**src/hdl/sltpd_pkg.sv**
```systemverilog
// Package with register map, entry fields and carrier types of the directory-entry decoder.
package sltpd_pkg;

  // Register byte offsets.
  localparam logic [11:0] OFF_ENTRY_LO = 12'h000;
  localparam logic [11:0] OFF_ENTRY_HI = 12'h004;
  localparam logic [11:0] OFF_CTRL = 12'h008;
  localparam logic [11:0] OFF_PAT_LO = 12'h00c;
  localparam logic [11:0] OFF_PAT_HI = 12'h010;
  localparam logic [11:0] OFF_CMD = 12'h014;
  localparam logic [11:0] OFF_RESULT = 12'h018;
  localparam logic [11:0] OFF_ADDR_LO = 12'h01c;
  localparam logic [11:0] OFF_ADDR_HI = 12'h020;
  localparam logic [11:0] OFF_INT_STAT = 12'h024;
  localparam logic [11:0] OFF_INT_EN = 12'h028;
  localparam logic [11:0] OFF_INT_CLR = 12'h02c;

  // Entry field positions.
  localparam int BIT_READ = 0;
  localparam int BIT_WRITE = 1;
  localparam int BIT_EXEC = 2;
  localparam int EMT_LSB = 3;
  localparam int EMT_MSB = 5;
  localparam int BIT_IGNORE_PAT = 6;
  localparam int BIT_PAGE_SIZE = 7;
  localparam int BIT_PTR_RSVD_LO = 11;
  localparam int BIT_PTR_RSVD_HI = 62;
  localparam int PTR_ADDR_LSB = 12;
  localparam int LEAF_ADDR_LSB = 21;
  localparam int RSVD_TOP = 51;

  // Interrupt bits and reset values.
  localparam int INT_W = 2;
  localparam int INT_DONE = 0;
  localparam int INT_FAULT = 1;
  localparam logic [31:0] RST_WORD = 32'h0000_0000;
  localparam logic [63:0] RST_PAT = 64'h0007_0406_0007_0406;

  // Memory type codes.
  typedef enum logic [2:0] {
    SLTPD_MT_UC = 3'h0,
    SLTPD_MT_WC = 3'h1,
    SLTPD_MT_WT = 3'h4,
    SLTPD_MT_WP = 3'h5,
    SLTPD_MT_WB = 3'h6
  } sltpd_mtype_e;

  // Context controls, top bit first.
  typedef struct packed {
    logic zero_len;
    logic coherent;
    logic pasid;
    logic nested;
    logic zero_length_read_support;
    logic second_level_exec_enable;
    logic ext_mem_type_enable;
  } sltpd_ctl_s;

  // Decode result, top bit first.
  typedef struct packed {
    logic done;
    logic mt_rsvd;
    logic fault;
    logic pat_used;
    logic mt_apply;
    logic [2:0] mtype;
    logic page_2m;
    logic exec_ok;
    logic write_ok;
    logic read_ok;
  } sltpd_res_s;

endpackage : sltpd_pkg

```
**src/hdl/sltpd_decode.sv**
```systemverilog
// Second-level directory-entry decoder with APB register access.
//
// Contract
// - Memory type enable clear means override bit and memory type are ignored.
// - Type fields apply only to nested, PASID, coherent-domain requests.
// - Override bit 0 keeps the attribute table in memory type work.
// - Override bit 1 leaves the attribute table out.
// - Memory type codes 0,1,4,5,6 are defined; others are reserved.
// - Execute denied on a page when exec enable is on and X is 0.
// - Write denied on a page when W is 0.
// - Read denied on a page when R is 0.
// - Zero-length read skips read check if X or W is set.
// - Page size bit 0 means table pointer, 1 means 2-MByte page.
// - Table pointer gives next table base from address width down to 12.
// - Table pointer restricts read, write and execute for its whole region.
// - A leaf entry must carry page size bit 1.
// - Leaf gives page base from address width down to 21.
`timescale 1ns/1ps
module sltpd_decode
  import sltpd_pkg::*;
#(
  parameter int host_address_width = 48
) (
  // Clock and reset.
  input wire logic pclk,
  input wire logic presetn,
  // APB slave.
  input wire logic psel,
  input wire logic penable,
  input wire logic pwrite,
  input wire logic [11:0] paddr,
  input wire logic [31:0] pwdata,
  output logic [31:0] prdata,
  output logic pready,
  output logic pslverr,
  // Interrupt.
  output logic irq
);

  import sltpd_pkg::*;

  localparam logic [63:0] ALL_ONES = 64'hffff_ffff_ffff_ffff;
  localparam logic [63:0] HAW_MASK = ~(ALL_ONES << host_address_width);
  localparam logic [63:0] RSVD_HI_MASK = ~(ALL_ONES << (RSVD_TOP + 1)) & ~HAW_MASK;
  localparam logic [63:0] PTR_ADDR_MASK = HAW_MASK & (ALL_ONES << PTR_ADDR_LSB);
  localparam logic [63:0] LEAF_ADDR_MASK = HAW_MASK & (ALL_ONES << LEAF_ADDR_LSB);
  localparam logic [63:0] LEAF_RSVD_MASK = RSVD_HI_MASK | (PTR_ADDR_MASK & ~LEAF_ADDR_MASK);
  localparam logic [63:0] PTR_RSVD_MASK = RSVD_HI_MASK | (64'h1 << BIT_PTR_RSVD_HI)
    | (64'h1 << BIT_PTR_RSVD_LO);

  // Tells whether a memory type code is defined.
  function automatic logic mtype_known(input logic [2:0] code);
    mtype_known = (code == SLTPD_MT_UC) || (code == SLTPD_MT_WC) || (code == SLTPD_MT_WT)
      || (code == SLTPD_MT_WP) || (code == SLTPD_MT_WB);
  endfunction : mtype_known

  logic [31:0] entry_lo;
  logic [31:0] entry_hi;
  sltpd_ctl_s ctl;
  logic [63:0] page_attribute_table;
  logic start;
  sltpd_res_s res;
  logic [63:0] next_addr_q;
  logic [INT_W-1:0] int_status;
  logic [INT_W-1:0] int_enable;

  wire setup = psel & ~penable;
  wire access = psel & penable & pready;
  wire wr_en = access & pwrite;
  wire sel_entry_lo = (paddr == OFF_ENTRY_LO);
  wire sel_entry_hi = (paddr == OFF_ENTRY_HI);
  wire sel_ctrl = (paddr == OFF_CTRL);
  wire sel_pat_lo = (paddr == OFF_PAT_LO);
  wire sel_pat_hi = (paddr == OFF_PAT_HI);
  wire sel_cmd = (paddr == OFF_CMD);
  wire sel_result = (paddr == OFF_RESULT);
  wire sel_addr_lo = (paddr == OFF_ADDR_LO);
  wire sel_addr_hi = (paddr == OFF_ADDR_HI);
  wire sel_int_stat = (paddr == OFF_INT_STAT);
  wire sel_int_en = (paddr == OFF_INT_EN);
  wire sel_int_clr = (paddr == OFF_INT_CLR);
  wire addr_hit = sel_entry_lo | sel_entry_hi | sel_ctrl | sel_pat_lo | sel_pat_hi
    | sel_cmd | sel_result | sel_addr_lo | sel_addr_hi | sel_int_stat | sel_int_en
    | sel_int_clr;

  wire [31:0] rd_mux =
    sel_entry_lo ? entry_lo :
    sel_entry_hi ? entry_hi :
    sel_ctrl ? {25'h0, ctl} :
    sel_pat_lo ? page_attribute_table[31:0] :
    sel_pat_hi ? page_attribute_table[63:32] :
    sel_result ? {20'h0, res} :
    sel_addr_lo ? next_addr_q[31:0] :
    sel_addr_hi ? next_addr_q[63:32] :
    sel_int_stat ? {30'h0, int_status} :
    sel_int_en ? {30'h0, int_enable} :
    32'h0000_0000;

  // APB answer: one wait-free access phase after each setup.
  always_ff @(posedge pclk or negedge presetn)
  begin
    if (!presetn)
    begin
      pready <= 1'b0;
      pslverr <= 1'b0;
      prdata <= RST_WORD;
    end
    else
    begin
      pready <= setup;
      pslverr <= setup & ~addr_hit;
      prdata <= (setup & ~pwrite) ? rd_mux : RST_WORD;
    end
  end

  // Software-written registers.
  always_ff @(posedge pclk or negedge presetn)
  begin
    if (!presetn)
    begin
      entry_lo <= RST_WORD;
      entry_hi <= RST_WORD;
      ctl <= '0;
      page_attribute_table <= RST_PAT;
      start <= 1'b0;
    end
    else
    begin
      if (wr_en & sel_entry_lo)
      begin
        entry_lo <= pwdata;
      end
      if (wr_en & sel_entry_hi)
      begin
        entry_hi <= pwdata;
      end
      if (wr_en & sel_ctrl)
      begin
        ctl <= pwdata[6:0];
      end
      if (wr_en & sel_pat_lo)
      begin
        page_attribute_table[31:0] <= pwdata;
      end
      if (wr_en & sel_pat_hi)
      begin
        page_attribute_table[63:32] <= pwdata;
      end
      start <= wr_en & sel_cmd & pwdata[0];
    end
  end

  wire [63:0] entry = {entry_hi, entry_lo};

  wire is_leaf = entry[BIT_PAGE_SIZE];

  wire exec_ok = ~ctl.second_level_exec_enable | entry[BIT_EXEC];

  wire write_ok = entry[BIT_WRITE];

  wire zlr_skip = ctl.zero_length_read_support & ctl.zero_len
    & (entry[BIT_EXEC] | entry[BIT_WRITE]);

  wire read_ok = entry[BIT_READ] | zlr_skip;

  wire mt_apply = is_leaf & ctl.ext_mem_type_enable & ctl.nested & ctl.pasid
    & ctl.coherent;

  wire [2:0] mtype = mt_apply ? entry[EMT_MSB:EMT_LSB] : SLTPD_MT_UC;
  wire mt_rsvd = mt_apply & ~mtype_known(entry[EMT_MSB:EMT_LSB]);

  wire pat_used = ~(mt_apply & entry[BIT_IGNORE_PAT]);

  wire [63:0] base = entry & (is_leaf ? LEAF_ADDR_MASK : PTR_ADDR_MASK);

  wire rsvd_fault = |(entry & (is_leaf ? LEAF_RSVD_MASK : PTR_RSVD_MASK));
  wire fault = rsvd_fault | mt_rsvd;

  // Results are captured on the cycle after a start command.
  always_ff @(posedge pclk or negedge presetn)
  begin
    if (!presetn)
    begin
      res <= '0;
      next_addr_q <= 64'h0;
    end
    else if (start)
    begin
      res <= '{done: 1'b1, mt_rsvd: mt_rsvd, fault: fault, pat_used: pat_used,
        mt_apply: mt_apply, mtype: mtype, page_2m: is_leaf, exec_ok: exec_ok,
        write_ok: write_ok, read_ok: read_ok};
      next_addr_q <= base;
    end
  end

  sltpd_irq #(
    .W(INT_W)
  ) u_irq (
    .pclk(pclk),
    .presetn(presetn),
    .set({start & fault, start}),
    .clr_wr(wr_en & sel_int_clr),
    .en_wr(wr_en & sel_int_en),
    .wdata(pwdata[INT_W-1:0]),
    .status(int_status),
    .enable(int_enable),
    .irq(irq)
  );
endmodule : sltpd_decode

```
**src/hdl/sltpd_irq.sv**
```systemverilog
// Sticky interrupt status with enable mask and write-one-to-clear.
`timescale 1ns/1ps
module sltpd_irq #(
  parameter int W = 2
) (
  // Clock and reset.
  input wire logic pclk,
  input wire logic presetn,
  // Events and software access.
  input wire logic [W-1:0] set,
  input wire logic clr_wr,
  input wire logic en_wr,
  input wire logic [W-1:0] wdata,
  // State.
  output logic [W-1:0] status,
  output logic [W-1:0] enable,
  output logic irq
);

  logic [W-1:0] clr_mask;
  logic [W-1:0] next_status;

  assign clr_mask = clr_wr ? wdata : '0;
  assign next_status = (status & ~clr_mask) | set;

  always_ff @(posedge pclk or negedge presetn)
  begin
    if (!presetn)
    begin
      status <= '0;
      enable <= '0;
      irq <= 1'b0;
    end
    else
    begin
      status <= next_status;
      if (en_wr)
      begin
        enable <= wdata;
      end
      irq <= |(next_status & (en_wr ? wdata : enable));
    end
  end

endmodule : sltpd_irq

```
**config.mk**
```make
export PLATFORM = sky130hd
export DESIGN_NAME = sltpd_decode
export DESIGN_NICKNAME = d
export VERILOG_FILES = /design/src/hdl/sltpd_pkg.sv /design/src/hdl/sltpd_decode.sv /design/src/hdl/sltpd_irq.sv
export SDC_FILE = /design/constraint.sdc
export NUM_CORES = 1
export LEC_CHECK = 0
export BUFFER_PORTS_ARGS = -buffer_cell sky130_fd_sc_hd__buf_2
export CAP_MARGIN = 20
export CORE_ASPECT_RATIO = 0.9
export CORE_UTILIZATION = 48
export DETAILED_ROUTE_END_ITERATION = 10
export HOLD_SLACK_MARGIN = 0.12
export PLACE_DENSITY = 0.66
export SYNTH_ARGS = -nofsm -noshare
export SYNTH_HDL_FRONTEND = slang
export SYNTH_SLANG_ARGS = --single-unit
```
**constraint.sdc**
```tcl
create_clock -name pclk -period 2 [get_ports pclk]
set_input_delay 0.6 -clock pclk [delete_from_list [all_inputs] [get_ports pclk]]
set_output_delay 0.6 -clock pclk [all_outputs]
set_load 0.1 [all_outputs]
```
# Yosys cells after proc, flatten, opt, wreduce, memory -nomap -nowiden
# Index checks and enable logic that the tools add are counted.
# totals
ff_bits	251
out_inout_bits	35
word_cells	119
# op_classes
bitwise	51
eq_ne	15
reduce_logical	8
muxes	16
# op_table
op	count
$mux W32	9
$and A64 B48 Y64	1
$and A64 B63 Y64	1
$reduce_or A64 Y1	1
$mux W63	1
$eq A12 B5 Y1 const B	4
$eq A12 B6 Y1 const B	4
$and A1 B1 Y1	24
$eq A12 B4 Y1 const B	2
$mux W21	1
$or A1 B1 Y1	15
$eq A12 B3 Y1 const B	1
$logic_not A12 Y1	1
$eq A3 B3 Y1 const B	3
$mux W2	4
$not A1 Y1	6
$and A2 B2 Y2	2
$logic_or A1 B1 Y1	4
$eq A3 B1 Y1 const B	1
$logic_not A3 Y1	1
$mux W3	1
$not A2 Y2	1
$or A2 B2 Y2	1
$reduce_or A2 Y1	1

# Logic depth before layout (Yosys ltp)
# Gate-level depths: netlist of run 1.
# depth
depth_word	14
ltp_mapped	8

# By module
# From an unflattened synthesis of run 1, not the netlist that was laid out.
# unflattened
cells_unflattened	755
area_unflattened_um2	9843.2
# by_module_without_submodules
mod	area_each_um2	n_inst	cells_each
sltpd_decode	9656.8	1	743
sltpd_irq	186.4	1	12

# Least setup slack after synthesis of run 1
# Ideal clock, no wire load.
# synth_timing
path_type	input -> register
start	input port paddr[1]
end	register ctl[1] in the netlist's numbering
n_path_buf	3
arrival_time_ps	2673
cell_stages	7
slack_ps	-798
required_ps	1875
path_cell_list	or4_1 -> buf_2 -> or4_4 -> buf_6 -> or3_1 -> buf_6 -> mux2_4
# synth_via
elab_chain_cells	2
# synth_lines
item	line_no	text
from (decl)	sltpd_decode.sv:31	input wire logic [11:0] paddr,
$eq A12 B4 Y1	sltpd_decode.sv:72	wire sel_ctrl = (paddr == OFF_CTRL);
$and A1 B1 Y1	sltpd_decode.sv:137	if (wr_en & sel_ctrl)
to (signal assigned)	sltpd_decode.sv:139	ctl <= pwdata[6:0];
to (decl)	sltpd_decode.sv:59	sltpd_ctl_s ctl;
# No other way between the ends.
# A chain may end at the register's enable or synchronous reset.

# Worst setup path after layout of run 1
# layout_timing
start	input port paddr[1]
end	register entry_lo[20]
# layout_via
elab_chain_cells	2
# layout_lines
item	line_no	text
$logic_not A12 Y1	sltpd_decode.sv:70	wire sel_entry_lo = (paddr == OFF_ENTRY_LO);
$and A1 B1 Y1	sltpd_decode.sv:129	if (wr_en & sel_entry_lo)
to (signal assigned)	sltpd_decode.sv:131	entry_lo <= pwdata;
to (decl)	sltpd_decode.sv:57	logic [31:0] entry_lo;
# No other way between the ends.

==> results of run 1 <==
==> layout by cell type, fill, tap and decap left out, drive strengths merged, types with 7 or more instances in the layout <==
cell    synthesis  routed
mux2i           8       8
nand2          47      47
and3           11      11
a21oi          48      48
nand3          11      11
o22ai           7       7
buf            25     193
a31o            9       9
a22o           13      13
dfrtp         211     211
nor2           17      17
dfstp          12      12
inv             8       8
a22oi          11      11
clkbuf         22      42
mux2          169     169
a21o           18      18
o21ai          39      39
a222oi         16      16
==> flip-flops by register name, summed over array words and instances, names as in the netlist <==
name / cells
u_irq.status: 2
entry_lo: 32
u_irq.irq: 1
page_attribute_table: 64
prdata: 32
u_irq.enable: 2
ctl: 7
pslverr: 1
entry_hi: 32
start: 1
res: 12
next_addr_q: 36
pready: 1
==> worst register-to-register path, cell delays in order, from the launching register on <==
cell and delay (ns):
dfrtp_2 0.40, and4_1 0.31, nand2_1 0.16, nor3_4 0.29, mux2_4 0.34, a22o_1 0.22
==> final cells by class <==
type                    instances  area (um2)
fillers                      1430        7010
inverters                       9        33.8
well taps                     255         319
multi-input cells             479        4430
flip-flops and latches        223        5600
clock buffers                  39         718
clock inverters                 3        18.8
repair buffers                198        1800
==> how the worst max path moves through the flow <==
stage	from	endpoint	slack (ns)	cells past startpoint
finish	paddr[1]	entry_lo[20]$_DFFE_PN0P_	-0.30	10
global route	paddr[1]	entry_lo[22]$_DFFE_PN0P_	-0.29	10
CTS	paddr[1]	page_attribute_table[6]$_DFFE_PN0P_	-0.26	7
detailed placement	paddr[1]	entry_hi[22]$_DFFE_PN0P_	-0.85	6
global placement	paddr[1]	entry_hi[2]$_DFFE_PN0P_	-0.81	6
floorplan	paddr[1]	ctl[1]$_DFFE_PN0P_	-0.78	7
==> routing by layer <==
metal / share of wire, % / global-route usage, % / vias up
met1: 43 / 38.3 / 3782
met3: 8.6 / 5.70 / 67
met5: 0 / 0 / -
met2: 46 / 45.5 / 388
li1: - / - / 3175
met4: 3.0 / 10.9 / 0
==> stage by stage <==
step                      total power (uW)  area [um2]
after floorplan                       4700        9890
after global placement                4990       11100
after detailed placement              5000       11100
after CTS                             9180       12700
after global routing                  9390       12900
final                                 9110       12900
==> kinds of logic (layout without fill, tap and decap cells) <==
| logic type | after synthesis | count (layout) | synth area share, % |
|---|---|---|---|
| AOI/OAI and AO/OA | 174 | 174 | 11.8 |
| DFF | 223 | 223 | 57.5 |
| muxes | 178 | 178 | 20.9 |
| buffers and inverters | 56 | 249 | 2.75 |
| and+or+nand+nor | 127 | 127 | 7.03 |
==> power by group <==
group	switching, uW	internal [uW]
registers	2.63	4520
logic	287	141
clock network	1720	2440
==> timing repair <==
item                                   in CTS  in global routing
gates resized for setup                   121                 47
setup buffers                              18                  4
setup endpoints to repair                 166                168
endpoints found under the hold margin      37                  0
gates cloned                               10                  3
hold buffers                                1                  0
pin swaps                                  10                  6
==> impl_metrics.tcl, run 1 <==
set metrics [dict create \
    status "finished, violations left" \
    violations "DRC, setup timing" \
    grt_pass1_vias 7541 \
    worstMarginPinSlew_ns 0.700 \
    r2r-start "pready$_DFF_PN0_" \
    cts_made_buffers 24 \
    antenna_left 0 \
    r2r_setup_slack_ns 0.16 \
    first_iter_violations 673 \
    finish.utilization_pct 64.8 \
    tns_ns -33.40 \
    dpl.hpwl_um 18100 \
    yosysSeqAreaShare_pct 57.5 \
    hold_depth 2 \
    avgViaCountPerCell 6.15 \
    rsz0062_at_grt "yes" \
    top_level_ports 84 \
    min-delay-start "pwdata[29]" \
    r2r_cells 5 \
    peakVddDrop_uv 535 \
    place_congestion 0.882 \
    clock_sinks 223 \
    grt_max_degree 49 \
    dp.cells 1133 \
    drive_gt1_share_pct 48.3 \
    synth_area_leaders "dfrtp_1 (54%), mux2_2 (18%), dfstp_2 (3.2%), a21oi_1 (2.5%), o21ai_0 (2.0%)" \
    start_util_pct 48.8 \
    min_to "entry_lo[29]$_DFFE_PN0P_" \
    p_per_area_nw_per_um2 705 \
    crit_slowest_cell "or4_4" \
    dr.pass1.iters 8 \
    ys_ff_latch 223 \
    drcViolationCount 7 \
    whs_ns 0.371 \
    cts_tree "yes" \
    clockRootBuffer "clkbuf_16" \
    worstPathMaxFanout 7 \
    finalCritPeriodShare_pct 115 \
    critPathKind "in -> reg" \
    cpLargestDelayFamily "simple AND/OR/NAND/NOR gates" \
    start_kind "input port" \
    io_buffer_count 83 \
    crit_top_cell "buf_6" \
    cp_num_buf_inv 5 \
    num_vias 7412 \
    synth.most_common_cell "dfrtp_1" \
    synthArstFlopShare_pct 100 \
    gr-total-overflow 0 \
    mappedNetlistNets 807 \
    clk_path_buf_depth 3 \
    area_delta_synth_final_pct 32.8 \
    cts_htree_levels 1 \
    max_stage_delay_ns 0.53 \
    die_x_um 152 \
    layout.cells.non_filler 1206 \
    syn-instance-count 758 \
    slew_violations 0 \
    antenna_found_initial 0 \
    max_cap_viol_count 0 \
    critical_path.endpoint_type "flip-flop" \
    clock_latency_ns 0.51 \
    finalSetupViolCount 166 \
    preCtsSetupSlack_ns -0.852 \
    fin_worst_skew_ns 0.0106 \
    cp.arrival_ns 2.69 \
    num_rows 49 \
    die_area_um2 20800 \
    wl_per_cell_um 24.5 \
    yosysWarnings 0 \
    avgSynthCellArea_um2 12.8 \
    grt_first_pass_wirelength_um 44600 \
    critical_path_required_ns 2.39 \
    hp-class "in -> reg" \
    worst_slack_ns -0.296 \
    diodes 0 \
    die_h_um 137 \
    p_leak_uw 0.00625 \
    synth_edf_count 0 \
    wl_um 29600 \
    synth_top_area_share_pct 54.3 \
    core-area_um2 19900 \
    yosysUniqueCellTypes 52 \
    r2r-end "u_irq.irq$_DFF_PN0_" \
    post-route-min-period_ns 2.30 \
    finalNetCount 984 \
    gr-usage-all-layers_pct 28.4 \
    fmax_ghz 0.436 \
    syn_area_um2 9720 \
    synth_ff_type "dfrtp_1" \
    synth.top_cells.by_count "dfrtp_1 (211), mux2_2 (159), a21oi_1 (48)" \
    slew-limit-headroom_pct 53.1 \
    hold_viol_final 0 \
    clk_pin_slew_worst_paths_ns 0.06 \
    synth_area_leader_cell "dfrtp_1" \
    crit_chain "buf_6 > or4_4 > buf_4 > buf_6 > nor4_4 > nand2_2 > nor2_4 > buf_12 > buf_16 > mux2_4" \
]
(Power assumes the default switching activity.)
==> inputs of run 2 (changes only) <==
PLACE_DENSITY = 0.76   (was 0.66)
==> run 2 against run 1 <==
  * Clock-buffer cell count is 1 lower
  * Setup slack lost 0.035 ns
  * Combinational power is 0.9% higher
  * Cell area grew 0.83%
  * Fmax down 1.5%
  * Critical path type unchanged
  * Sequential share of layout area shrank 0.37 points
  * Utilization rose by 0.54 points
  * The run still ends with DRC, setup timing left
  * Global-route usage shrank 0.22 points
  * Final cell count up 1.2%
  * Clock power rose by 7.2%
  * Highest routed layer is now met5
  * Register-to-register slack worse by 0.21 ns
==> impl_metrics.tcl, run 2 (same netlist as run 1, synthesis figures left out) <==
set metrics [dict create \
    clk_path_buf_depth 3 \
    drive_gt1_share_pct 49.3 \
    wl_per_cell_um 25.0 \
    place_area_um2 11300 \
    crit_start "paddr[1]" \
    top_level_ports 84 \
    grt_pass1_vias 7719 \
    fmax_ghz 0.429 \
    critical_path_required_ns 2.42 \
    critPathKind "in -> reg" \
    num_vias 7635 \
    clk_pin_slew_worst_paths_ns 0.06 \
    wl_um 30500 \
    hold_viol_final 0 \
    die_area_um2 20800 \
    worstMarginPinSlew_ns 0.728 \
    p_per_area_nw_per_um2 722 \
    antenna_left 0 \
    dp.cells 1143 \
    grt_first_pass_wirelength_um 44500 \
    dr.pass1.iters 11 \
    fin_worst_skew_ns 0.0168 \
    start_util_pct 48.8 \
    cts_made_buffers 25 \
    status "finished, violations left" \
    grt_max_degree 59 \
    worstPathMaxFanout 11 \
    crit_slowest_cell "or4_4" \
    finalCritPeriodShare_pct 117 \
    place_congestion 0.876 \
    area_delta_synth_final_pct 33.9 \
    p_leak_uw 0.00634 \
    cts_htree_levels 1 \
    avgViaCountPerCell 6.25 \
    layout.cells.non_filler 1221 \
    max_cap_viol_count 0 \
    clock_latency_ns 0.53 \
    fin_area_um2 13000 \
    max_stage_delay_ns 0.62 \
    layout_commonest_cell "dfrtp_1" \
    core-area_um2 19900 \
    die_x_um 152 \
    post-route-min-period_ns 2.33 \
    finalSetupViolCount 164 \
    cts_tree "yes" \
    violations "DRC, setup timing" \
    critical_path.endpoint_type "flip-flop" \
    die_h_um 137 \
    dpl.hpwl_um 17300 \
    hp-class "in -> reg" \
    r2r-start "entry_hi[19]$_DFFE_PN0P_" \
    io_buffer_count 83 \
    slew-limit-headroom_pct 51.3 \
    clockRootBuffer "clkbuf_16" \
    gr-total-overflow 0 \
    start_kind "input port" \
    peakVddDrop_uv 453 \
    num_rows 49 \
    cp.arrival_ns 2.75 \
    drcViolationCount 6 \
    reg_top3 "page_attribute_table x64, next_addr_q x36" \
    layout_common_cells "dfrtp_1 (210), mux2_4 (103), buf_2 (81)" \
    worst_slack_ns -0.331 \
    largest_reg_flops 64 \
    slew_violations 0 \
    antenna_found_initial 2 \
    top_register "page_attribute_table" \
    min-delay-start "pwdata[29]" \
    rsz0062_at_grt "yes" \
    nFillCells 1328 \
    crit_chain "buf_6 > or4_4 > or4_4 > buf_6 > nor2_4 > buf_12 > a222oi_1 > a21oi_1" \
    gr-usage-all-layers_pct 28.1 \
    first_iter_violations 1030 \
    finalNetCount 997 \
    clock_sinks 223 \
]
-- run 2: cell count changes in the layout (fill, tap and decap cells not counted), sizes merged --
cell	change
buf	+12
diode	+1
clkinv	+2
bufbuf	-1
inv	+1
-- run 2: worst paths after layout --
path,endpoint,slack [ns],cells past startpoint
worst max-delay path,prdata[27]$_DFF_PN0_,-0.33,8
worst min-delay path,entry_hi[29]$_DFFE_PN0P_,0.36,2
max in group asynchronous,page_attribute_table[48]$_DFFE_PN1P_,0.83,3
min in group asynchronous,next_addr_q[27]$_DFFE_PN0P_,0.52,2
worst min register to register,page_attribute_table[35]$_DFFE_PN0P_,0.51,1
worst max register to register,u_irq.irq$_DFF_PN0_,-0.05,4
-- run 2: worst max-delay path, delay by kind of cell --
family | cells | cell delay (ns)
simple gates | 3 | 1.34
buf+inv | 3 | 0.44
compound gates | 2 | 0.36
-- run 2: report_power, final --
group | total, uW | leakage, uW | switching [uW] | internal (uW)
sequential | 4520 | 0.00305 | 2.15 | 4520
clock | 4460 | 0.000402 | 1840 | 2620
combinational | 432 | 0.00288 | 290 | 142
-- run 2: repair_timing --
action | CTS | global route
buffers inserted | 20 | 7
pin swaps | 11 | 7
hold buffers | 1 | 0
resized for setup | 80 | 69
endpoints found under the setup margin | 167 | 167
hold endpoints to repair | 24 | 0
gates cloned | 7 | 6
-- run 2: final cells by class --
class	instances	area [um2]	area share (%)
Timing Repair Buffer	210	1880	14.5
Tap cell	255	319	2.45
Inverter	9	33.8	0.259
Sequential cell	223	5600	43.0
Clock inverter	6	37.5	0.288
Clock buffer	38	764	5.87
Antenna cell	1	2.50	0.0192
Multi-Input combinational cell	479	4390	33.7
-- run 2: metrics by stage --
step           hold slack, ns  utilization (%)  power, uW  worst slack (ns)  TNS (ns)
5_1_grt                 0.370             65.4       9650            -0.347    -38.78
2_1_floorplan           0.304                -       4700            -0.780   -114.57
3_3_place_gp            0.460             56.6       4990            -0.790   -119.83
4_1_cts                 0.351             64.0       9410            -0.215    -22.42
6_report                0.361             65.4       9410            -0.331    -34.18
3_5_place_dp            0.453             56.6       5000            -0.818   -122.43
-- run 2: metal layers --
layer	part of all wire, %	GRT usage (%)
met4	4.7	12.9
met3	9.3	4.53
met5	0.033	0
met1	39	36.7
met2	47	46.7
==> inputs of run 3 (changes only) <==
MAX_ROUTING_LAYER = met4   (was default)
SKIP_CTS_REPAIR_TIMING = 1   (was default)
==> run 3 against run 2 <==
  * Setup slack better by 0.066 ns
  * Clock power hardly changed
  * Largest cell class unchanged
  * Cell area fell by 3.7%
  * Clock skew decreased by 0.0015 ns
  * Wire length down 11%
  * The run still ends with DRC, setup timing left
  * Critical path type unchanged
  * Utilization shrank 2.4 points
==> impl_metrics.tcl, run 3 (same netlist as run 1, synthesis figures left out) <==
set metrics [dict create \
    clockRootBuffer "clkbuf_16" \
    max_cap_viol_count 0 \
    io_buffer_count 83 \
    hold_viol_final 0 \
    antenna_found_initial 1 \
    cp.arrival_ns 2.67 \
    start_kind "input port" \
    largest_reg_flops 64 \
    critical_path_required_ns 2.40 \
    reg_top3 "page_attribute_table x64, next_addr_q x36" \
    nFillCells 1432 \
    status "finished, violations left" \
    r2r-end "u_irq.irq$_DFF_PN0_" \
    drcViolationCount 8 \
    die_area_um2 20800 \
    place_congestion 0.890 \
    r2r_cells 4 \
    layout_commonest_cell "dfrtp_1" \
    top_level_ports 84 \
    clock_sinks 223 \
    layout.cells.non_filler 1202 \
    avgViaCountPerCell 6.06 \
    seq_area_um2 5600 \
    cp_num_buf_inv 2 \
    dpl.hpwl_um 17300 \
    start_util_pct 48.8 \
    num_vias 7281 \
    critical_path.endpoint_type "flip-flop" \
    top_register "page_attribute_table" \
    hp-class "in -> reg" \
    power_uw 9380 \
    multi_input_area_um2 4220 \
    grt_first_pass_wirelength_um 40500 \
    rsz0062_at_grt "yes" \
    core-area_um2 19900 \
    layout_common_cells "dfrtp_1 (210), mux2_2 (102), buf_4 (80)" \
    post-route-min-period_ns 2.27 \
    wl_per_cell_um 22.7 \
    fin_worst_skew_ns 0.0154 \
    grt_pass1_vias 7253 \
    finish.utilization_pct 63.0 \
    clk_pin_slew_worst_paths_ns 0.06 \
    num_rows 49 \
    crit_end "entry_hi[24]$_DFFE_PN0P_" \
    crit_chain "buf_2 > or4_4 > or4_4 > nor3_4 > buf_12 > mux2_2" \
    worst_slack_ns -0.266 \
    p_leak_uw 0.00615 \
    area_delta_synth_final_pct 29.0 \
    die_h_um 137 \
    crit_top_cell "or4_4" \
    grt_max_degree 59 \
    fmax_ghz 0.441 \
    dp.cells 1143 \
    crit_start "paddr[0]" \
    antenna_left 0 \
    cts_made_buffers 25 \
    peakVddDrop_uv 443 \
    finalCritPeriodShare_pct 113 \
    first_iter_violations 679 \
    cp_num_cells 6 \
    r2r-start "entry_hi[19]$_DFFE_PN0P_" \
    clk_path_buf_depth 3 \
    slew_violations 0 \
    cpLargestDelayFamily "simple AND/OR/NAND/NOR gates" \
    crit_slowest_cell "or4_4" \
    finalSetupViolCount 164 \
    cts_tree "yes" \
    critPathKind "in -> reg" \
    gr-total-overflow 0 \
    wl_um 27300 \
    r2r_setup_slack_ns 0.09 \
    cts_htree_levels 1 \
    max_stage_delay_ns 0.59 \
    die_x_um 152 \
    drive_gt1_share_pct 47.6 \
    slew-limit-headroom_pct 50.4 \
    dr.pass1.iters 10 \
    violations "DRC, setup timing" \
    clock_latency_ns 0.52 \
    finalNetCount 978 \
    worstMarginPinSlew_ns 0.741 \
    p_per_area_nw_per_um2 747 \
    gr-usage-all-layers_pct 25.9 \
    worstPathMaxFanout 20 \
    preCtsSetupSlack_ns -0.818 \
]
## run 3: changes by cell type in the layout (fill, tap and decap cells not counted), moves of 4 or more
| cell | previous run | this run |
|---|---|---|
| buf_6 | 17 | 7 |
| mux2_2 | 66 | 102 |
| buf_12 | 21 | 16 |
| mux2_4 | 103 | 67 |
| buf_16 | 4 | 0 |
## run 3: through the flow
step	TNS, ns	hold WS, ns	cell area, um2
after global placement	-119.83	0.460	11300
after floorplan	-114.57	0.304	9890
after global routing	-30.98	0.366	12500
after detailed placement	-122.43	0.453	11300
final	-27.24	0.365	12500
after CTS	-31.92	-0.0676	12100
## run 3: power by group
| part | leakage, uW | switching [uW] | internal, uW |
|---|---|---|---|
| registers | 0.00305 | 2.21 | 4520 |
| clock network | 0.000402 | 1810 | 2620 |
| logic | 0.00270 | 278 | 141 |
| total | 0.00615 | 2090 | 7280 |
## run 3: worst min-delay path by stage
stage / cells past startpoint / from / slack (ns) / to
6_report: 2 / pwdata[26] / 0.36 / page_attribute_table[26]$_DFFE_PN0P_
2_1_floorplan: 0 / presetn / 0.30 / ctl[0]$_DFFE_PN0P_
4_1_cts: 1 / presetn / -0.07 / next_addr_q[27]$_DFFE_PN0P_
5_1_grt: 2 / pwdata[16] / 0.37 / entry_hi[16]$_DFFE_PN0P_
3_3_place_gp: 1 / res[11]$_DFFE_PN0P_ / 0.46 / res[11]$_DFFE_PN0P_
3_5_place_dp: 1 / res[11]$_DFFE_PN0P_ / 0.45 / res[11]$_DFFE_PN0P_
## run 3: per-layer routing
layer  track usage [%]  vias to the layer above  share of wire, %
met5                 -                        -                 0
met4              9.35                        0               3.1
met3              3.32                       70               6.8
met2              40.9                      319                48
met1              34.6                     3740                42
li1                  -                     3152                 -
## run 3: area by class of cell
type                    count  area share, %
inverters                   9          0.269
clock inverters             6          0.299
diodes                      1         0.0199
repair buffers            191           12.6
multi-input cells         479           33.6
flip-flops and latches    223           44.6
well taps                 255           2.54
clock buffers              38           6.09
## run 3: worst register-to-register path: stages (launching register included)
cell,delay (ns)
dfrtp_1,0.40
or4_1,0.59
o21ai_0,0.34
nand3_1,0.20
a22o_1,0.25
